**src/verilog/hub_port_pkg.sv**
```systemverilog
package hub_port_pkg;
  localparam logic [6:0] CMD_ADDR      = 7'h1B;
  localparam logic [6:0] DATA_ADDR     = 7'h1A;
  localparam logic [7:0] CMD_RESET_VAL = 8'h00;
  // command codes and groups
  localparam logic [7:0] CMD_SEL_EP    = 8'h00;
  localparam logic [7:0] CMD_LAST_STAT = 8'h40;
  localparam logic [7:0] CMD_EP_STAT   = 8'h80;
  localparam logic [7:0] CMD_SET_ADDR  = 8'hD0;
  localparam logic [7:0] CMD_EP_ENABLE = 8'hD8;
  localparam logic [7:0] CMD_CLR_PORT  = 8'hE0;
  localparam logic [7:0] CMD_SET_PORT  = 8'hE8;
  localparam logic [7:0] CMD_BUFFER    = 8'hF0;
  localparam logic [7:0] CMD_ACK_SETUP = 8'hF1;
  localparam logic [7:0] CMD_CLR_BUF   = 8'hF2;
  localparam logic [7:0] CMD_SET_MODE  = 8'hF3;
  localparam logic [7:0] CMD_READ_INT  = 8'hF4;
  localparam logic [7:0] CMD_FRAME     = 8'hF5;
  localparam logic [7:0] CMD_RESUME    = 8'hF6;
  localparam logic [7:0] CMD_STAT_CHG  = 8'hF7;
  localparam logic [7:0] CMD_VALID_BUF = 8'hFA;
  localparam logic [7:0] EP_INDEX_MAX  = 8'h0D;
  // timing: a 1MHz serial clock gives 500 ns halves
  localparam int SCL_HALF_NS   = 500;
  localparam int CLK_PERIOD_NS = 10;
  localparam int SCL_HALF_CYC  = SCL_HALF_NS / CLK_PERIOD_NS;
  // decoded operation for the mmu
  typedef enum logic [3:0] {
    OP_NONE      = 4'h0, OP_SET_ADDR  = 4'h1, OP_EP_ENABLE = 4'h2,
    OP_SET_MODE  = 4'h3, OP_READ_INT  = 4'h4, OP_SEL_EP    = 4'h5,
    OP_LAST_STAT = 4'h6, OP_EP_STAT   = 4'h7, OP_BUFFER    = 4'h8,
    OP_ACK_SETUP = 4'h9, OP_CLR_BUF   = 4'hA, OP_VALID_BUF = 4'hB,
    OP_CLR_PORT  = 4'hC, OP_SET_PORT  = 4'hD, OP_STAT_CHG  = 4'hE,
    OP_RESUME    = 4'hF
  } op_type;
  localparam op_type OP_FRAME = OP_READ_INT;
endpackage

```
**src/verilog/cmd_decode.sv**
```systemverilog
`timescale 1ns/1ps
// decodes a command byte into an operation and an index
module cmd_decode (
  // command byte
  input  wire logic [7:0]           code,
  // decoded result
  output hub_port_pkg::op_type      op,
  output logic [3:0]                index,
  output logic                      frame
);
  import hub_port_pkg::*;

  // group by high bits; index is low nibble
  always_comb begin
    op    = OP_NONE;
    index = code[3:0];
    frame = 1'b0;
    if ((code & 8'hC0) == CMD_SEL_EP && (code & 8'h3F) <= EP_INDEX_MAX) begin
      op = OP_SEL_EP;
    end else if ((code & 8'hC0) == CMD_LAST_STAT
                 && (code & 8'h3F) <= EP_INDEX_MAX) begin
      op = OP_LAST_STAT;
    end else if ((code & 8'hC0) == CMD_EP_STAT
                 && (code & 8'h3F) <= EP_INDEX_MAX) begin
      op = OP_EP_STAT;
    end else if ((code & 8'hFC) == CMD_SET_ADDR) begin
      op = OP_SET_ADDR;
    end else if (code == CMD_EP_ENABLE) begin
      op = OP_EP_ENABLE;
    end else if ((code & 8'hFC) == CMD_CLR_PORT) begin
      op = OP_CLR_PORT;
    end else if ((code & 8'hFC) == CMD_SET_PORT) begin
      op = OP_SET_PORT;
    end else begin
      case (code)
        CMD_BUFFER:    op = OP_BUFFER;
        CMD_ACK_SETUP: op = OP_ACK_SETUP;
        CMD_CLR_BUF:   op = OP_CLR_BUF;
        CMD_VALID_BUF: op = OP_VALID_BUF;
        CMD_SET_MODE:  op = OP_SET_MODE;
        CMD_READ_INT:  op = OP_READ_INT;
        CMD_STAT_CHG:  op = OP_STAT_CHG;
        CMD_RESUME:    op = OP_RESUME;
        CMD_FRAME: begin
          op    = OP_FRAME;
          frame = 1'b1;
        end
        default:       op = OP_NONE;
      endcase
    end
  end
endmodule

```
**src/verilog/hub_serial_port.sv**
```systemverilog
`timescale 1ns/1ps
// serial slave port: samples scl/sda on clk, decodes addresses and
// commands, and hands bytes to the memory manager
module hub_serial_port (
  // clock and reset
  input  wire logic                 clk,
  input  wire logic                 rst,
  // serial pins, open drain
  input  wire logic                 scl_in,
  input  wire logic                 sda_in,
  output logic                      sda_out,
  output logic                      sda_oe,
  // interrupt pin, open drain
  input  wire logic                 irq_req,
  output logic                      int_n_out,
  output logic                      int_n_oe,
  // command stream to memory manager
  output logic                      cmd_valid,
  output logic [7:0]                cmd_byte,
  output hub_port_pkg::op_type      cmd_op,
  output logic [3:0]                cmd_index,
  // data write stream
  output logic                      wr_valid,
  output logic [7:0]                wr_byte,
  output logic [1:0]                wr_count,
  // data read stream
  output logic                      rd_req,
  output logic [1:0]                rd_count,
  input  wire logic [7:0]           rd_byte,
  // decoded operation held for the data phase
  output hub_port_pkg::op_type      cur_op,
  output logic [3:0]                cur_index,
  output logic                      cur_read,
  output logic                      busy
);
  import hub_port_pkg::*;

  typedef enum logic [5:0] {
    ST_IDLE = 6'b000001,
    ST_ADDR = 6'b000010,
    ST_AACK = 6'b000100,
    ST_RXD  = 6'b001000,
    ST_TXD  = 6'b010000,
    ST_TACK = 6'b100000
  } st_type;

  typedef struct packed {
    logic [1:0] scl_sync;
    logic [1:0] sda_sync;
    logic       scl_d;
    logic       sda_d;
    st_type     st;
    logic [7:0] shift;
    logic [3:0] bits;
    logic       is_cmd;
    logic       rw;
    logic       drive;
    logic       ack_pend;
    logic [7:0] cmd;
    op_type     op;
    logic [3:0] idx;
    logic       cmd_v;
    logic       wr_v;
    logic [7:0] wr_b;
    logic [1:0] wr_n;
    logic       rd_r;
    logic [1:0] rd_n;
    logic       irq_s0;
    logic       irq_s1;
    logic       int_oe;
    logic       active;
  } state_type;

  state_type state_reg;
  state_type state_next;
  op_type    dec_op;
  logic [3:0] dec_idx;

  cmd_decode u_dec (
    .code  (state_reg.shift),
    .op    (dec_op),
    .index (dec_idx),
    .frame ()
  );

  logic scl;
  logic sda;
  logic scl_rise;
  logic scl_fall;
  logic start_c;
  logic stop_c;

  // edges taken from the second sync stage only; at 100 MHz a 1MHz
  // serial clock gives many samples per half period
  assign scl      = state_reg.scl_sync[1];
  assign sda      = state_reg.sda_sync[1];
  assign scl_rise = scl & ~state_reg.scl_d;
  assign scl_fall = ~scl & state_reg.scl_d;
  assign start_c  = scl & state_reg.scl_d & ~sda & state_reg.sda_d;
  assign stop_c   = scl & state_reg.scl_d & sda & ~state_reg.sda_d;

  // one next-state process for the whole port
  always_comb begin
    state_next = state_reg;
    state_next.scl_sync = {state_reg.scl_sync[0], scl_in};
    state_next.sda_sync = {state_reg.sda_sync[0], sda_in};
    state_next.scl_d = scl;
    state_next.sda_d = sda;
    state_next.cmd_v = 1'b0;
    state_next.wr_v  = 1'b0;
    state_next.rd_r  = 1'b0;
    // interrupt request is a level from outside: synchronise it
    state_next.irq_s0 = irq_req;
    state_next.irq_s1 = state_reg.irq_s0;
    state_next.int_oe = state_reg.irq_s1;
    if (start_c) begin
      // start or repeated start opens a new address phase
      state_next.st    = ST_ADDR;
      state_next.bits  = 4'h0;
      state_next.drive = 1'b0;
    end else if (stop_c) begin
      state_next.st    = ST_IDLE;
      state_next.drive = 1'b0;
    end else begin
      case (state_reg.st)
        ST_IDLE: begin
          state_next.drive = 1'b0;
        end
        ST_ADDR: begin
          if (scl_rise) begin
            state_next.shift = {state_reg.shift[6:0], sda};
            state_next.bits  = state_reg.bits + 4'h1;
          end else if (scl_fall && state_reg.bits == 4'h8) begin
            state_next.rw     = state_reg.shift[0];
            state_next.is_cmd = state_reg.shift[7:1] == CMD_ADDR;
            if (state_reg.shift[7:1] == CMD_ADDR && !state_reg.shift[0])
            begin
              state_next.drive = 1'b1;
              state_next.st    = ST_AACK;
            end else if (state_reg.shift[7:1] == DATA_ADDR) begin
              state_next.drive    = 1'b1;
              state_next.st       = ST_AACK;
              state_next.wr_n     = 2'd0;
              state_next.rd_n     = 2'd0;
              state_next.ack_pend = 1'b0;
            end else begin
              // command read or foreign address: stay off the bus
              state_next.st = ST_IDLE;
            end
          end
        end
        ST_AACK: begin
          if (scl_fall) begin
            state_next.bits = 4'h0;
            if (!state_reg.is_cmd && state_reg.rw) begin
              state_next.rd_r  = 1'b1;
              state_next.st    = ST_TXD;
              state_next.drive = 1'b0;
            end else begin
              state_next.drive = 1'b0;
              state_next.st    = ST_RXD;
            end
          end
        end
        ST_RXD: begin
          if (scl_rise) begin
            state_next.shift = {state_reg.shift[6:0], sda};
            state_next.bits  = state_reg.bits + 4'h1;
          end else if (scl_fall && state_reg.bits == 4'h8) begin
            state_next.drive = 1'b1;
            state_next.st    = ST_AACK;
            if (state_reg.is_cmd) begin
              // each byte is a new command; data phase restarts
              state_next.cmd   = state_reg.shift;
              state_next.op    = dec_op;
              state_next.idx   = dec_idx;
              state_next.cmd_v = 1'b1;
              state_next.wr_n  = 2'd0;
              state_next.rd_n  = 2'd0;
            end else begin
              state_next.wr_b = state_reg.shift;
              state_next.wr_v = 1'b1;
              if (state_reg.wr_n != 2'd3) begin
                state_next.wr_n = state_reg.wr_n + 2'd1;
              end
            end
          end
        end
        ST_TXD: begin
          // bits shift out msb first, changed only while scl is low
          if (state_reg.bits == 4'h0 && !scl && !state_reg.ack_pend) begin
            state_next.shift    = rd_byte;
            state_next.ack_pend = 1'b1;
            state_next.drive    = ~rd_byte[7];
          end else if (scl_fall) begin
            if (state_reg.bits == 4'h7) begin
              state_next.drive = 1'b0;
              state_next.bits  = 4'h0;
              state_next.st    = ST_TACK;
            end else begin
              state_next.bits  = state_reg.bits + 4'h1;
              state_next.drive = ~state_reg.shift[6];
              state_next.shift = {state_reg.shift[6:0], 1'b0};
            end
          end
        end
        ST_TACK: begin
          state_next.drive = 1'b0;
          if (scl_rise) begin
            state_next.ack_pend = 1'b0;
            if (sda) begin
              // master refused: release and wait for stop
              state_next.st = ST_IDLE;
            end else begin
              state_next.st   = ST_TXD;
              state_next.rd_r = 1'b1;
              if (state_reg.rd_n != 2'd3) begin
                state_next.rd_n = state_reg.rd_n + 2'd1;
              end
            end
          end
        end
        default: begin
          state_next.st = ST_IDLE;
        end
      endcase
    end
    // busy gets a flop of its own so the pin never shows decode glitches
    state_next.active = state_next.st != ST_IDLE;
  end

  // single state register
  always_ff @(posedge clk or posedge rst) begin
    if (rst) begin
      state_reg <= '{scl_sync: 2'b11, sda_sync: 2'b11, scl_d: 1'b1,
                     sda_d: 1'b1, st: ST_IDLE, shift: 8'h00,
                     bits: 4'h0, is_cmd: 1'b0, rw: 1'b0, drive: 1'b0,
                     ack_pend: 1'b0, cmd: CMD_RESET_VAL, op: OP_NONE,
                     idx: 4'h0, cmd_v: 1'b0, wr_v: 1'b0, wr_b: 8'h00,
                     wr_n: 2'd0, rd_r: 1'b0, rd_n: 2'd0, irq_s0: 1'b0,
                     irq_s1: 1'b0, int_oe: 1'b0, active: 1'b0};
    end else begin
      state_reg <= state_next;
    end
  end

  // outputs straight from the state register, with sda_out and int_n_out tied low
  assign sda_out   = 1'b0;
  assign sda_oe    = state_reg.drive;
  assign int_n_out = 1'b0;
  assign int_n_oe  = state_reg.int_oe;
  assign cmd_valid = state_reg.cmd_v;
  assign cmd_byte  = state_reg.cmd;
  assign cmd_op    = state_reg.op;
  assign cmd_index = state_reg.idx;
  assign wr_valid  = state_reg.wr_v;
  assign wr_byte   = state_reg.wr_b;
  assign wr_count  = state_reg.wr_n;
  assign rd_req    = state_reg.rd_r;
  assign rd_count  = state_reg.rd_n;
  assign cur_op    = state_reg.op;
  assign cur_index = state_reg.idx;
  assign cur_read  = state_reg.rw;
  assign busy      = state_reg.active;
endmodule

```
**config.mk**
```make
export PLATFORM = sky130hd
export DESIGN_NAME = hub_serial_port
export DESIGN_NICKNAME = d
export VERILOG_FILES = /design/src/verilog/hub_port_pkg.sv /design/src/verilog/cmd_decode.sv /design/src/verilog/hub_serial_port.sv
export SDC_FILE = /design/constraint.sdc
export NUM_CORES = 1
export LEC_CHECK = 0
export ABC_AREA = 1
export BUFFER_PORTS_ARGS = -buffer_cell sky130_fd_sc_hd__buf_2
export CORE_ASPECT_RATIO = 0.75
export CORE_MARGIN = 2
export CORE_UTILIZATION = 30
export CTS_BUF_LIST = sky130_fd_sc_hd__clkbuf_2 sky130_fd_sc_hd__clkbuf_4 sky130_fd_sc_hd__clkbuf_8
export DETAILED_ROUTE_END_ITERATION = 10
export SLEW_MARGIN = 15
export SYNTH_ARGS = -nofsm -noshare
export SYNTH_HDL_FRONTEND = slang
export SYNTH_HIERARCHICAL = 1
export SYNTH_SLANG_ARGS = --single-unit
```
**constraint.sdc**
```tcl
create_clock -name clk -period 4 [get_ports clk]
set_input_delay 0.2 -clock clk [delete_from_list [all_inputs] [get_ports clk]]
set_output_delay 0.2 -clock clk [all_outputs]
set_load 0.01 [all_outputs]
```
==> results.json <==
{
  "drtIter0Drc": 241,
  "cts_buffers": 9,
  "fp.dieArea_um2": 13200,
  "place.port_buffers": 55,
  "min_path_cells": 5,
  "cts_max_path_buffers": 2,
  "clk-insertion-delay-late_ns": 0.36,
  "cts_tree": "done",
  "placed_area_um2": 3830,
  "vdd_drop_max_mv": 0.148,
  "post_cts_buffers": 0,
  "via_count": 3052,
  "die_w_um": 132,
  "maxCapViolCount": 0,
  "clkTransAtPathRegs_ns": 0.08,
  "finish.instance_area_um2": 4100,
  "die_h_um": 100,
  "io_pins": 58,
  "antenna_found_initial": 0,
  "core-area_um2": 12100,
  "required_ns": 4.25,
  "reg2reg_depth": 11,
  "max_freq_mhz": 488,
  "grt_setup_unrepaired": "no",
  "drtPass1Iterations": 5,
  "synthCells": 476,
  "p_per_area_nw_per_um2": 459,
  "hold_class": "input port to flip-flop",
  "synth.avg_cell_area_um2": 7.74,
  "clock_skew_ns": 0.0152,
  "grtUsageTotal": 0.145,
  "postRouteAntennaNets": 0,
  "timing.setup.tns_ns": 0,
  "syn-cell-area_um2": 3690,
  "largest_register_ff_count": 22,
  "finalWirelength_um": 8950,
  "antenna_cells": 0,
  "path_max_fanout": 24,
  "status": "completed",
  "place.detailed.hpwl_um": 6750,
  "tightest_slew_ns": 0.720,
  "post_drt_wl_per_cell_um": 13.3,
  "hold_violations": 0,
  "syn2layout_area_growth_pct": 11.2,
  "start_kind": "flip-flop",
  "grt_pass1_vias": 2909,
  "cts_sinks": 63,
  "p_leak_uw": 0.00217,
  "grt_start_max_net_pins": 33,
  "gp_congestion": 0.905,
  "crit_path_end_kind": "flip-flop",
  "drc": 0,
  "relSlewSlack": 0.519,
  "final_layout_size_suffix_gt1_frac": 0.241,
  "grt_pass1_wl_um": 15000,
  "final_max_slew_viol_count": 0,
  "fin_crit_sh": 0.512,
  "path_class": "flip-flop to flip-flop",
  "clockRootBuffer": "clkbuf_8",
  "finalSetupViolCount": 0,
  "htree_levels": 3,
  "start_util": 0.304,
  "yosysWarnings": 6,
  "rows": 35,
  "period_minus_slack_ns": 2.05,
  "crit_arrival_ns": 2.30,
  "nets": 519,
  "cts_resized": 0,
  "grt_overflow": 0,
  "viasPerCell": 4.53
}
## worst paths after layout
kind,from,end,slack [ns]
worst min register to register,state_next[2]$_DFF_PP0_,state_next[1]$_DFF_PP0_,0.35
max in group asynchronous,rst,cmd_index[2]$_DFFE_PP0P_,2.60
worst max-delay path,state_reg[39]$_DFFE_PP0P_,cmd_byte[3]$_DFFE_PP0P_,1.95
worst max register to register,state_reg[39]$_DFFE_PP0P_,cmd_byte[3]$_DFFE_PP0P_,1.95
min in group asynchronous,rst,cmd_byte[3]$_DFFE_PP0P_,0.50
worst min-delay path,rd_byte[4],state_reg[47]$_DFFE_PP0P_,0.18
## per-stage QoR
step | total power (uW) | hold slack [ns] | utilization | setup slack, ns | cells
after global routing | 2000 | 0.207 | 0.338 | 1.74 | 673
after global placement | 1230 | 0.306 | 0.316 | 1.96 | 653
after CTS | 1900 | 0.169 | 0.338 | 1.92 | 673
final | 1880 | 0.178 | 0.338 | 1.95 | 673
after detailed placement | 1240 | 0.306 | 0.316 | 1.93 | 653
after floorplan | 1140 | 0.204 | - | 2.21 | 477
## power breakdown
| group | internal [uW] | switching (uW) | total [uW] | leakage (uW) |
|---|---|---|---|---|
| Clock | 389 | 251 | 640 | 0.000114 |
| Combinational | 132 | 311 | 443 | 0.00124 |
| Sequential | 701 | 96.8 | 798 | 0.000822 |
## critical path: stages, from the launching register on
cell and delay, ns:
dfrtp_1 0.42, inv_1 0.07, ha_1 0.13, inv_1 0.04, nor2_2 0.16, nand3_4 0.15
inv_2 0.10, nand2_2 0.08, nor3_4 0.37, inv_4 0.21, nand2_1 0.14, o21ai_2 0.06
## repair_timing
action,4_1_cts,5_1_grt
hold buffers,4,0
hold endpoints to repair,27,0
setup endpoints to repair,0,0
## cell usage in the layout (no fill, tap or decap), types with 7 or more instances in the layout
master and instances:
dfstp_2 7, nand3_1 27, clkbuf_8 10, dfrtp_1 56, buf_2 55, nand4_1 8
nor2_1 51, o21ai_0 19, inv_1 38, o21ai_2 10, nand2_1 132, o21ai_1 18
a21oi_1 14, inv_2 10
## metal layers
metal,global-route usage,wire [um],up-vias
met5,0,0,-
met4,0.0485,135,0
met3,0.0364,485,12
met2,0.203,3600,86
met1,0.216,4720,1417
li1,-,-,1537
## final cells by class
class	instances	area [um^2]
Clock buffer	13	160
Clock inverter	3	67.6
Fill cell	1277	8030
Inverter	49	186
Multi-Input combinational cell	319	1570
Sequential cell	63	1590
Tap cell	166	208
Timing Repair Buffer	60	323
Power figures use the tool's default switching activity.
